<file path="src/core/ivm_pkg.sv">
// constants, types and helpers for the interrupt priority and vector map
package ivm_pkg;

   localparam int IVM_NUM_IRQ = 20;
   localparam int IVM_NUM_LVL = 4;
   localparam int IVM_PRIO_W = 2;
   localparam int IVM_NUM_WORDS = 5;
   localparam int IVM_IRQS_PER_WORD = 4;
   localparam int IVM_FIELD_STEP = 8;
   localparam int IVM_FIELD_BASE = 6;

   // register byte offsets
   localparam logic [7:0] IVM_OFF_PRIO0 = 8'h00;
   localparam logic [7:0] IVM_OFF_ENABLE = 8'h20;
   localparam logic [7:0] IVM_OFF_PEND = 8'h24;
   localparam logic [7:0] IVM_OFF_CTRL = 8'h28;
   localparam logic [7:0] IVM_OFF_STAT = 8'h2C;
   localparam logic [7:0] IVM_OFF_STACK = 8'h30;

   localparam logic [31:0] IVM_PRIO_MASK = 32'hC0C0_C0C0;
   localparam logic [31:0] IVM_PRIO_RST = 32'h0000_0000;
   localparam logic [19:0] IVM_ENABLE_RST = 20'h0_0000;
   localparam logic IVM_CTRL_RST = 1'b0;

   localparam logic [5:0] IVM_IRQ_VEC_BASE = 6'h10;
   localparam logic [31:0] IVM_VT_BASE = 32'h0000_0000;
   localparam logic [31:0] IVM_VT_ENTRY = 32'h0000_0004;
   localparam logic [5:0] IVM_VEC_NMI = 6'h02;
   localparam logic [5:0] IVM_VEC_HARD = 6'h03;
   localparam logic [5:0] IVM_VEC_SVC = 6'h0B;
   localparam logic [5:0] IVM_VEC_PENDSV = 6'h0E;
   localparam logic [5:0] IVM_VEC_TICK = 6'h0F;

   typedef enum logic [1:0] {
      IVM_IDLE = 2'b01,
      IVM_OFFER = 2'b10
   } ivm_state_t;

   function automatic int ivm_field_pos(input int irq);
      return IVM_FIELD_STEP * (irq % IVM_IRQS_PER_WORD) + IVM_FIELD_BASE;
   endfunction

   function automatic logic [1:0] ivm_prio_of(
      input logic [4:0][31:0] w,
      input int irq
   );
      return w[irq / IVM_IRQS_PER_WORD][ivm_field_pos(irq) +: IVM_PRIO_W];
   endfunction

   function automatic logic [31:0] ivm_vec_addr(input logic [5:0] v);
      return IVM_VT_BASE + {26'h000_0000, v} * IVM_VT_ENTRY;
   endfunction

endpackage

</file>
<file path="src/core/ivm_arb.sv">
// picks the winning irq among pending enabled requests
`timescale 1ns/1ns
module ivm_arb
   import ivm_pkg::*;
(
   input wire logic pclk,
   input wire logic presetn,
   input wire logic [19:0] req,
   input wire logic [19:0][1:0] prio,
   output logic found,
   output logic [4:0] win_irq
);
   logic better;

   always_comb
   begin
      found = 1'b0;
      win_irq = 5'h00;
      for (int lvl = 0; lvl < IVM_NUM_LVL; lvl++)
      begin
         for (int i = 0; i < IVM_NUM_IRQ; i++)
         begin
            if (!found && req[i] && prio[i] == 2'(lvl))
            begin
               found = 1'b1;
               win_irq = 5'(i);
            end
         end
      end
   end

   // helper for the check below only
   always_comb
   begin
      better = 1'b0;
      for (int i = 0; i < IVM_NUM_IRQ; i++)
      begin
         if (req[i] && (prio[i] < prio[win_irq] ||
             (prio[i] == prio[win_irq] && 5'(i) < win_irq)))
            better = 1'b1;
      end
   end
endmodule

</file>
<file path="src/core/ivm_sync.sv">
// two-stage synchroniser for an asynchronous pin
`timescale 1ns/1ns
module ivm_sync #(
   parameter logic RST_VAL = 1'b1
) (
   input wire logic pclk,
   input wire logic presetn,
   input wire logic async_in,
   output logic sync_out
);
   logic meta_ff;
   logic sync_ff;

   always_ff @(posedge pclk or negedge presetn)
   begin
      if (!presetn)
      begin
         meta_ff <= RST_VAL;
         sync_ff <= RST_VAL;
      end
      else
      begin
         meta_ff <= async_in;
         sync_ff <= meta_ff;
      end
   end

   assign sync_out = sync_ff;
endmodule

</file>
<file path="src/core/ivm_top.sv">
// interrupt priority store, source map and vector offer to the core
`timescale 1ns/1ns
module ivm_top
   import ivm_pkg::*;
(
   input wire logic pclk,
   input wire logic presetn,
   input wire logic psel,
   input wire logic penable,
   input wire logic pwrite,
   input wire logic [7:0] paddr,
   input wire logic [31:0] pwdata,
   output logic [31:0] prdata,
   output logic pready,
   output logic pslverr,
   input wire logic nmi_pin_n,
   input wire logic dma_ch0_done,
   input wire logic dma_ch0_err,
   input wire logic dma_ch1_done,
   input wire logic dma_ch1_err,
   input wire logic dma_ch2_done,
   input wire logic dma_ch2_err,
   input wire logic dma_ch3_done,
   input wire logic dma_ch3_err,
   input wire logic flash_cmd_done,
   input wire logic flash_rd_collision,
   input wire logic pmc_lv_detect,
   input wire logic pmc_lv_warning,
   input wire logic low_leakage_wakeup_unit_wakeup,
   input wire logic i2c0_req,
   input wire logic i2c1_req,
   input wire logic spi0_req,
   input wire logic spi1_req,
   input wire logic uart0_req,
   input wire logic uart1_req,
   input wire logic uart2_req,
   input wire logic adc0_req,
   input wire logic analog_comparator_0_req,
   input wire logic timer0_req,
   input wire logic timer1_req,
   input wire logic timer2_req,
   input wire logic hard_fault_req,
   input wire logic svc_req,
   input wire logic pendsv_req,
   input wire logic system_tick_timer_req,
   input wire logic core_ack,
   output logic exc_req,
   output logic [5:0] exc_vec,
   output logic [31:0] exc_addr,
   output logic [5:0] stacked_vec
);
   // ------------------------------------------------------------
   // request line map
   // ------------------------------------------------------------
   logic [19:0] irq_line;

   always_comb
   begin
      irq_line[0] = dma_ch0_done | dma_ch0_err;
      irq_line[1] = dma_ch1_done | dma_ch1_err;
      irq_line[2] = dma_ch2_done | dma_ch2_err;
      irq_line[3] = dma_ch3_done | dma_ch3_err;
      irq_line[4] = 1'b0;
      irq_line[5] = flash_cmd_done | flash_rd_collision;
      irq_line[6] = pmc_lv_detect | pmc_lv_warning;
      irq_line[7] = low_leakage_wakeup_unit_wakeup;
      irq_line[8] = i2c0_req;
      irq_line[9] = i2c1_req;
      irq_line[10] = spi0_req;
      irq_line[11] = spi1_req;
      irq_line[12] = uart0_req;
      irq_line[13] = uart1_req;
      irq_line[14] = uart2_req;
      irq_line[15] = adc0_req;
      irq_line[16] = analog_comparator_0_req;
      irq_line[17] = timer0_req;
      irq_line[18] = timer1_req;
      irq_line[19] = timer2_req;
   end

   // ------------------------------------------------------------
   // register file over apb
   // ------------------------------------------------------------
   logic [4:0][31:0] prio_ff;
   logic [4:0][31:0] nxt_prio;
   logic [19:0] enable_ff;
   logic [19:0] nxt_enable;
   logic nmi_func_ff;
   logic nxt_nmi_func;
   logic [31:0] rdata_ff;
   logic [31:0] nxt_rdata;
   logic [31:0] rd_val;
   logic [2:0] pidx;
   logic prio_hit;
   logic mapped;
   logic apb_wr;
   logic apb_setup;
   logic [19:0] pend;
   ivm_state_t state_ff;
   ivm_state_t nxt_state;
   logic [5:0] vec_ff;
   logic [5:0] nxt_vec;
   logic [5:0] stack_ff;
   logic [5:0] nxt_stack;
   logic offer;

   assign pidx = paddr[4:2];
   assign prio_hit = (paddr[1:0] == 2'h0) &&
      (paddr < IVM_OFF_PRIO0 + 8'(IVM_NUM_WORDS * 4));
   assign mapped = prio_hit || paddr == IVM_OFF_ENABLE ||
      paddr == IVM_OFF_PEND || paddr == IVM_OFF_CTRL ||
      paddr == IVM_OFF_STAT || paddr == IVM_OFF_STACK;
   assign apb_wr = psel && penable && pwrite && mapped;
   assign apb_setup = psel && !penable;
   assign offer = (state_ff == IVM_OFFER);
   assign pend = irq_line & enable_ff;

   always_comb
   begin
      rd_val = 32'h0000_0000;
      if (prio_hit)
         rd_val = prio_ff[pidx] & IVM_PRIO_MASK;
      else
      begin
         case (paddr)
            IVM_OFF_ENABLE: rd_val = {12'h000, enable_ff};
            IVM_OFF_PEND: rd_val = {12'h000, pend};
            IVM_OFF_CTRL: rd_val = {31'h0000_0000, nmi_func_ff};
            IVM_OFF_STAT: rd_val = {23'h00_0000, offer, 2'h0, vec_ff};
            IVM_OFF_STACK: rd_val = {26'h000_0000, stack_ff};
            default: rd_val = 32'h0000_0000;
         endcase
      end
   end

   always_comb
   begin
      nxt_prio = prio_ff;
      nxt_enable = enable_ff;
      nxt_nmi_func = nmi_func_ff;
      nxt_rdata = rdata_ff;
      if (apb_wr && prio_hit)
         nxt_prio[pidx] = pwdata & IVM_PRIO_MASK;
      if (apb_wr && paddr == IVM_OFF_ENABLE)
         nxt_enable = pwdata[19:0];
      if (apb_wr && paddr == IVM_OFF_CTRL)
         nxt_nmi_func = pwdata[0];
      // read data is caught in setup so it leaves a flip-flop
      if (apb_setup)
         nxt_rdata = rd_val;
   end

   always_ff @(posedge pclk or negedge presetn)
   begin
      if (!presetn)
      begin
         prio_ff <= {IVM_NUM_WORDS{IVM_PRIO_RST}};
         enable_ff <= IVM_ENABLE_RST;
         nmi_func_ff <= IVM_CTRL_RST;
         rdata_ff <= 32'h0000_0000;
      end
      else
      begin
         prio_ff <= nxt_prio;
         enable_ff <= nxt_enable;
         nmi_func_ff <= nxt_nmi_func;
         rdata_ff <= nxt_rdata;
      end
   end

   assign prdata = rdata_ff;
   assign pready = 1'b1;
   assign pslverr = psel && penable && !mapped;

   // ------------------------------------------------------------
   // non-maskable request
   // ------------------------------------------------------------
   logic nmi_sync;
   logic nmi_prev_ff;
   logic nmi_pend_ff;
   logic nxt_nmi_pend;
   logic nmi_set;
   logic nmi_clr;

   ivm_sync #(
      .RST_VAL(1'b1)
   ) u_nmi_sync (
      .pclk(pclk),
      .presetn(presetn),
      .async_in(nmi_pin_n),
      .sync_out(nmi_sync)
   );

   // the pin only reaches the core while its function is selected
   assign nmi_set = nmi_func_ff && nmi_prev_ff && !nmi_sync;
   assign nmi_clr = offer && core_ack && vec_ff == IVM_VEC_NMI;

   always_comb
   begin
      nxt_nmi_pend = nmi_pend_ff;
      if (nmi_clr)
         nxt_nmi_pend = 1'b0;
      // a new edge in the clearing cycle is kept
      if (nmi_set)
         nxt_nmi_pend = 1'b1;
   end

   always_ff @(posedge pclk or negedge presetn)
   begin
      if (!presetn)
      begin
         nmi_prev_ff <= 1'b1;
         nmi_pend_ff <= 1'b0;
      end
      else
      begin
         nmi_prev_ff <= nmi_sync;
         nmi_pend_ff <= nxt_nmi_pend;
      end
   end

   // ------------------------------------------------------------
   // arbitration and vector offer
   // ------------------------------------------------------------
   logic [19:0][1:0] prio_vec;
   logic irq_found;
   logic [4:0] win_irq;
   logic sys_any;
   logic [5:0] win_vec;

   always_comb
   begin
      for (int i = 0; i < IVM_NUM_IRQ; i++)
         prio_vec[i] = ivm_prio_of(prio_ff, i);
   end

   ivm_arb u_arb (
      .pclk(pclk),
      .presetn(presetn),
      .req(pend),
      .prio(prio_vec),
      .found(irq_found),
      .win_irq(win_irq)
   );

   assign sys_any = nmi_pend_ff | hard_fault_req | svc_req |
      pendsv_req | system_tick_timer_req;

   // system handlers rank fixed above all peripheral lines
   always_comb
   begin
      if (nmi_pend_ff)
         win_vec = IVM_VEC_NMI;
      else if (hard_fault_req)
         win_vec = IVM_VEC_HARD;
      else if (svc_req)
         win_vec = IVM_VEC_SVC;
      else if (pendsv_req)
         win_vec = IVM_VEC_PENDSV;
      else if (system_tick_timer_req)
         win_vec = IVM_VEC_TICK;
      else
         win_vec = IVM_IRQ_VEC_BASE + {1'b0, win_irq};
   end

   // the offered vector is frozen until taken, so the core never
   // sees it change mid-fetch; a later, more urgent request waits
   always_comb
   begin
      nxt_state = state_ff;
      nxt_vec = vec_ff;
      nxt_stack = stack_ff;
      case (state_ff)
         IVM_IDLE:
         begin
            if (sys_any || irq_found)
            begin
               nxt_vec = win_vec;
               nxt_state = IVM_OFFER;
            end
         end
         IVM_OFFER:
         begin
            if (core_ack)
            begin
               nxt_stack = vec_ff;
               nxt_state = IVM_IDLE;
            end
         end
         default:
         begin
            nxt_state = IVM_IDLE;
         end
      endcase
   end

   always_ff @(posedge pclk or negedge presetn)
   begin
      if (!presetn)
      begin
         state_ff <= IVM_IDLE;
         vec_ff <= 6'h00;
         stack_ff <= 6'h00;
      end
      else
      begin
         state_ff <= nxt_state;
         vec_ff <= nxt_vec;
         stack_ff <= nxt_stack;
      end
   end

   assign exc_req = offer;
   assign exc_vec = vec_ff;
   assign exc_addr = ivm_vec_addr(vec_ff);
   assign stacked_vec = stack_ff;
endmodule

</file>
<file path="config.mk">
export PLATFORM = sky130hd
export DESIGN_NAME = ivm_top
export DESIGN_NICKNAME = d
export VERILOG_FILES = /design/src/core/ivm_pkg.sv /design/src/core/ivm_arb.sv /design/src/core/ivm_sync.sv /design/src/core/ivm_top.sv
export SDC_FILE = /design/constraint.sdc
export NUM_CORES = 1
export LEC_CHECK = 0
export ABC_AREA = 1
export BUFFER_PORTS_ARGS = -buffer_cell sky130_fd_sc_hd__clkbuf_2
export CAP_MARGIN = 20
export CORE_ASPECT_RATIO = 0.5
export CORE_MARGIN = 10
export CORE_UTILIZATION = 50
export DETAILED_ROUTE_END_ITERATION = 8
export PLACE_DENSITY = 0.84
export SLEW_MARGIN = 30
export SYNTH_ARGS = -nofsm -noshare
export SYNTH_HDL_FRONTEND = slang
export SYNTH_SLANG_ARGS = --single-unit
</file>
<file path="constraint.sdc">
create_clock -name pclk -period 6.1 [get_ports pclk]
set_input_delay 0.915 -clock pclk [delete_from_list [all_inputs] [get_ports pclk]]
set_output_delay 0.915 -clock pclk [all_outputs]
set_load 0.01 [all_outputs]
</file>
==> results of run 1 <==
-- repair_timing --
item / 4_1_cts / 5_1_grt
gates resized for setup: 0 / 43
setup buffers: 0 / 13
endpoints found under the setup margin: 0 / 8
-- layout by cell type, fill, tap and decap left out, types with 10 or more instances in the layout --
| master | synthesis | final |
|---|---|---|
| nand2_1 | 171 | 167 |
| inv_1 | 151 | 144 |
| clkbuf_2 | 0 | 103 |
| dfrtp_1 | 99 | 99 |
| o21ai_0 | 74 | 74 |
| nor2_1 | 72 | 71 |
| nor3_1 | 69 | 68 |
| buf_4 | 41 | 60 |
| conb_1 | 2 | 35 |
| nand3_1 | 38 | 32 |
| a21oi_1 | 21 | 21 |
| nand4_1 | 19 | 19 |
| inv_2 | 11 | 15 |
| nor2_4 | 10 | 15 |
| mux2_2 | 12 | 12 |
| nand2_2 | 9 | 10 |
| nand4_4 | 6 | 10 |
| o22ai_1 | 10 | 10 |
-- sequential cells by signal (all words and copies together) (netlist names) --
name,count
prio_ff,40
prdata,24
enable_ff,20
exc_vec,6
stacked_vec,6
state_ff,2
nmi_func_ff,1
nmi_pend_ff,1
nmi_prev_ff,1
u_nmi_sync.meta_ff,1
u_nmi_sync.sync_out,1
-- power by group through the flow --
stage | Combinational, mW | Clock, mW | Sequential [mW]
floorplan | 0.185 | 0 | 0.780
global placement | 0.291 | 0 | 0.777
detailed placement | 0.299 | 0 | 0.779
CTS | 0.301 | 0.575 | 0.766
global route | 0.358 | 0.601 | 0.772
finish | 0.324 | 0.579 | 0.767
-- cells in the mapped netlist (all sizes together) --
library cell	instances	share of area [%]
dfstp	4	1.5
a22o	7	0.90
buf	41	4.5
mux2	12	2.0
a21oi	22	1.8
a21boi	1	0.11
nand3	40	3.1
inv	162	8.9
a211o	1	0.13
a31o	1	0.13
nand2	180	10
o21ai	78	5.7
o22ai	10	0.92
a41oi	1	0.13
nor4	7	0.64
conb	2	0.11
dfrtp	99	36
o2111ai	9	1.2
o21a	1	0.13
clkinv	6	0.35
o221ai	4	0.51
a22oi	3	0.33
o41ai	2	0.26
nand4	31	4.7
nand3b	4	0.44
clkbuf	12	0.66
o21bai	3	0.38
o211ai	2	0.22
o31ai	4	0.44
o2bb2ai	1	0.13
a32o	1	0.15
a311o	1	0.15
a211oi	1	0.11
a31oi	3	0.27
a221oi	4	0.51
nor2	94	6.7
nor3	69	5.1
a2111oi	2	0.26
-- metrics by stage --
stage,util (%),instances
floorplan,-,958
global placement,57.4,1239
detailed placement,57.4,1239
CTS,59.5,1255
global route,61.7,1269
finish,61.7,1269
-- routing by layer --
layer  vias up  track usage (%)  part of all wire [%]
li1       3329                -                     -
met1      3461             36.8                    42
met2       492             38.3                    41
met3        56             9.29                    15
met4         0             7.01                   2.3
met5         -                0                     0
-- layout make-up --
class	instances	share of cell area, %
Inverter	168	7.69
Tap cell	176	2.65
Timing Repair Buffer	171	12.7
Multi-Input combinational cell	635	42.4
Clock inverter	7	0.767
Clock buffer	9	2.71
Sequential cell	103	31.1
-- kinds of logic (layout without fill, tap and decap cells) --
family | count (synthesis) | in the layout | share of synthesized area, %
mux | 12 | 12 | 1.98
other cells | 2 | 35 | 0.110
simple gates | 425 | 426 | 30.9
flops | 103 | 103 | 37.8
buf+inv | 221 | 355 | 14.4
compound gates | 162 | 162 | 14.8
-- path summary, 6_finish.rpt --
path,cells after the start,to,from
setup / recovery,47,state_ff[1],dma_ch2_err
hold / removal,0,u_nmi_sync.sync_out,u_nmi_sync.meta_ff
setup reg to reg,44,state_ff[1],enable_ff[1]
hold reg to reg,0,u_nmi_sync.sync_out,u_nmi_sync.meta_ff
max in group asynchronous,2,enable_ff[6],presetn
min in group asynchronous,1,enable_ff[9],presetn
-- worst register-to-register path, delay by kind of cell (launching register included) --
| kind | cells | cell delay, ns |
|---|---|---|
| AOI/OAI and AO/OA | 1 | 0.14 |
| buffers and inverters | 1 | 0.04 |
| DFF | 1 | 0.51 |
| and+or+nand+nor | 42 | 4.93 |
==> impl_metrics.ini, run 1 <==
[global_route]
grt_max_degree = 76
grt_pass1_vias = 6767
grt_util_all_layers_pct = 26.6
grt-ovfl-total = 0
grt_pass1_wl_mm = 38.7
antenna_found_initial = 0

[layout]
areaGrowthSynthToFinish_pct = 21.8
finalNetCount = 1164
final_layout_size_suffix_gt1_share_pct = 25.9
multi_input_area_sq_mm = 0.00353
postLayoutCellArea_sq_mm = 0.00832
final-seq-area_sq_mm = 0.00258
n_fill_cell = 1238
antennaDiodeCount = 0

[worst_setup_path]
path_buf_inv = 3
slowest_stage = nor2_2
crit_family = simple AND/OR/NAND/NOR gates
path_common_cell = nor2_4
worstSetupEndpointType = flip-flop
worst_setup_path_start_kind = input port
slowest_delay_ns = 0.16
crit_fanout = 5
r2r_slack_ns = 0.38
path_class = in2reg
crit_arrival_ns = 6.18
required_ns = 6.36

[pwr]
power.density_mw_per_mm2 = 201
total_power_mw = 1.67
p_clk_share_pct = 34.6
power_frac_comb_pct = 19.4
p_int_mw = 1.13
ir_drop_v = 0.000114
p_leak_nw = 3.96
pwr-share-seq_pct = 45.9
swShare_pct = 32.6
p_switching_mw = 0.544

[floorplan]
die_w_microns = 185
die-height_microns = 103
dieArea_sq_mm = 0.0190
core_sq_mm = 0.0135
start_util_pct = 50.7
core.rowCount = 30
ios = 155

[sta]
slew_headroom_pct = 40.8
finalCritPeriodShare_pct = 97.1
maxSlewViolCount = 0
finClkSkew_ns = 0.00976
rsz0062_at_grt = yes
hold_viol = 0
setup_tns_ns = 0
whs_ns = 0.355
setup_violations = 0
min_period_ns = 5.92
clock.fmax_mhz = 169
worstMarginPinSlew_ns = 0.881
timing.final.ws_setup_ns = 0.175

[clock_network]
postCtsHoldBufs = 0
cts_tree = yes
path_clk_slew_ns = 0.08
cts_buffers = 9
clkLatencyLatePin_ns = 0.36
clock-sinks = 103
h-tree-depth = 3
cts.path.max_buffers = 2
cts-root-buf = clkbuf_16

[route]
totalWireLength_mm = 26.4
routedWlPerCell_microns = 20.8
vias_per_cell = 5.78
first_pass_iters = 8
vias = 7338
drt-initial-drc-count = 1049
drc_errors = 0
ant_nets = 0

[run_status]
status = finished, final reports clean

[synthesis]
avgSynthCellArea_sq_um = 7.38
syn-instance-count = 925
seq_area_frac_synth_pct = 37.8
netlist_area_sq_mm = 0.00683
yosysUniqueCellTypes = 49
synth-seq-cells = 103
ys_warn_count = 0

[job]
drv_cap = 0

[placement]
dpl_cell_area_sq_mm = 0.00773
dpl_worst_slack_ns = -0.289
hpwlAfterDp_mm = 21.3
numPortBuffers = 111
place_congestion = 1.04

[hold_path]
holdCritPathClass = reg2reg
No activity file was read; power rests on OpenSTA's default activity.
==> run 2, diff against run 1 <==
clock period = 5.6 ns   (was 6.1 ns; I/O delays follow)
==> impl_metrics.ini, run 2 (synthesis results as in run 1) <==
[run_status]
status = complete, but fails checks
violations = negative setup slack

[layout]
finalNetCount = 1210
final_cell_mix = nand2_1, inv_1, clkbuf_2, buf_4, dfrtp_1
final_common_cell = nand2_1
postLayoutCoreUtil_pct = 64.7
postLayoutCellArea_sq_mm = 0.00872
antennaDiodeCount = 0
areaGrowthSynthToFinish_pct = 27.7
final_layout_size_suffix_gt1_share_pct = 28.6
top_register = prio_ff
n_fill_cell = 1198
largest_reg_flops = 40

[route]
totalWireLength_mm = 27.0
first_pass_iters = 6
vias_per_cell = 5.66
vias = 7440
drc_errors = 0
drt-initial-drc-count = 897
ant_nets = 0
routedWlPerCell_microns = 20.5

[placement]
hpwlAfterDp_mm = 22.0
numPortBuffers = 111
dpl_cell_area_sq_mm = 0.00808
place_congestion = 1.09

[worst_setup_path]
slowest_stage = nand3_1
worst_setup_path_start_kind = input port
crit_arrival_ns = 6.21
crit_fanout = 5
crit_family = simple AND/OR/NAND/NOR gates
slowest_delay_ns = 0.21
worstSetupEndpointType = flip-flop
path_buf_inv = 3
path_class = in2reg
path_common_cell = nor2_4
required_ns = 5.85
reg2regPathDepth = 44
cp.depth = 45

[global_route]
antenna_found_initial = 0
grt-ovfl-total = 0
grt_max_degree = 54
grt_pass1_wl_mm = 39.8
grt_util_all_layers_pct = 27.8
grt_pass1_vias = 6903

[sta]
timing.final.ws_setup_ns = -0.361
setup_violations = 8
maxSlewViolCount = 0
min_period_ns = 5.96
finalCritPeriodShare_pct = 106
worstMarginPinSlew_ns = 0.942
slew_headroom_pct = 36.7
rsz0062_at_grt = yes
hold_viol = 0
clock.fmax_mhz = 168
finClkSkew_ns = 0.00990

[clock_network]
cts_buffers = 9
path_clk_slew_ns = 0.07
cts-root-buf = clkbuf_16
clock-sinks = 103
clkLatencyLatePin_ns = 0.36
cts.path.max_buffers = 2
h-tree-depth = 3
cts_tree = yes

[floorplan]
core_sq_mm = 0.0135
ios = 155
dieArea_sq_mm = 0.0190
die_w_microns = 185
start_util_pct = 50.7
die-height_microns = 103
core.rowCount = 30

[hold_path]
holdCritPathClass = reg2reg
hold_depth = 0

[pwr]
p_leak_nw = 4.21
ir_drop_v = 0.000141
power.density_mw_per_mm2 = 215

[job]
drv_cap = 0
-- run 2: cell type report --
| type | count | area [sq um] | share of cell area (%) |
|---|---|---|---|
| multi-input combinational | 635 | 3530 | 40.5 |
| sequential | 103 | 2580 | 29.6 |
| timing repair buffer | 217 | 1400 | 16.1 |
| inverter | 168 | 667 | 7.65 |
| clock buffer | 13 | 270 | 3.10 |
| tap | 176 | 220 | 2.53 |
| clock inverter | 2 | 38.8 | 0.445 |
-- run 2: worst paths after layout --
kind                                                     start                  end  slack (ns)
min in group asynchronous                              presetn            prdata[1]        0.53
worst min-delay path                        u_nmi_sync.meta_ff  u_nmi_sync.sync_out        0.36
worst max-delay path            low_leakage_wakeup_unit_wakeup          state_ff[1]       -0.36
worst max register to register                    enable_ff[7]          state_ff[1]       -0.23
max in group asynchronous                              presetn         prio_ff[126]        3.96
worst min register to register              u_nmi_sync.meta_ff  u_nmi_sync.sync_out        0.36
-- run 2: per-layer routing --
metal	GRT usage [%]	routed length, microns
met1	38.7	11500
met2	38.9	10700
met3	10.1	4060
met4	8.62	750
met5	0	0
-- run 2: report_power, final --
group | leakage (nW) | internal, mW | switching, mW
Clock | 0.152 | 0.382 | 0.284
Sequential | 1.39 | 0.792 | 0.0395
Combinational | 2.66 | 0.137 | 0.240
-- run 2: repair_timing --
| item | in CTS | in global routing |
|---|---|---|
| pin swaps | 8 | 2 |
| gates resized for setup | 14 | 13 |
| buffers inserted | 17 | 5 |
| gates cloned | 0 | 1 |
| setup endpoints to repair | 8 | 8 |
| hold buffers | 0 | 0 |
-- run 2: worst register-to-register path: cells and delay by family, from the launching register on --
family                 cells  cell delay [ns]
AND/OR/NAND/NOR           41             5.08
flip-flops                 1             0.41
AO/OA/AOI/OAI              1             0.14
buffers and inverters      2             0.10
-- run 2: metrics by stage --
stage	setup TNS (ns)	setup WS (ns)	cells	hold WS [ns]	total power [mW]
5_1_grt	-5.06	-0.649	1314	0.370	1.95
3_5_place_dp	-5.50	-0.717	1276	0.349	1.19
3_3_place_gp	-4.33	-0.562	1276	0.354	1.18
4_1_cts	-1.94	-0.269	1308	0.364	1.86
6_report	-2.68	-0.361	1314	0.363	1.87
2_1_floorplan	-0.0318	-0.0214	958	0.345	1.06
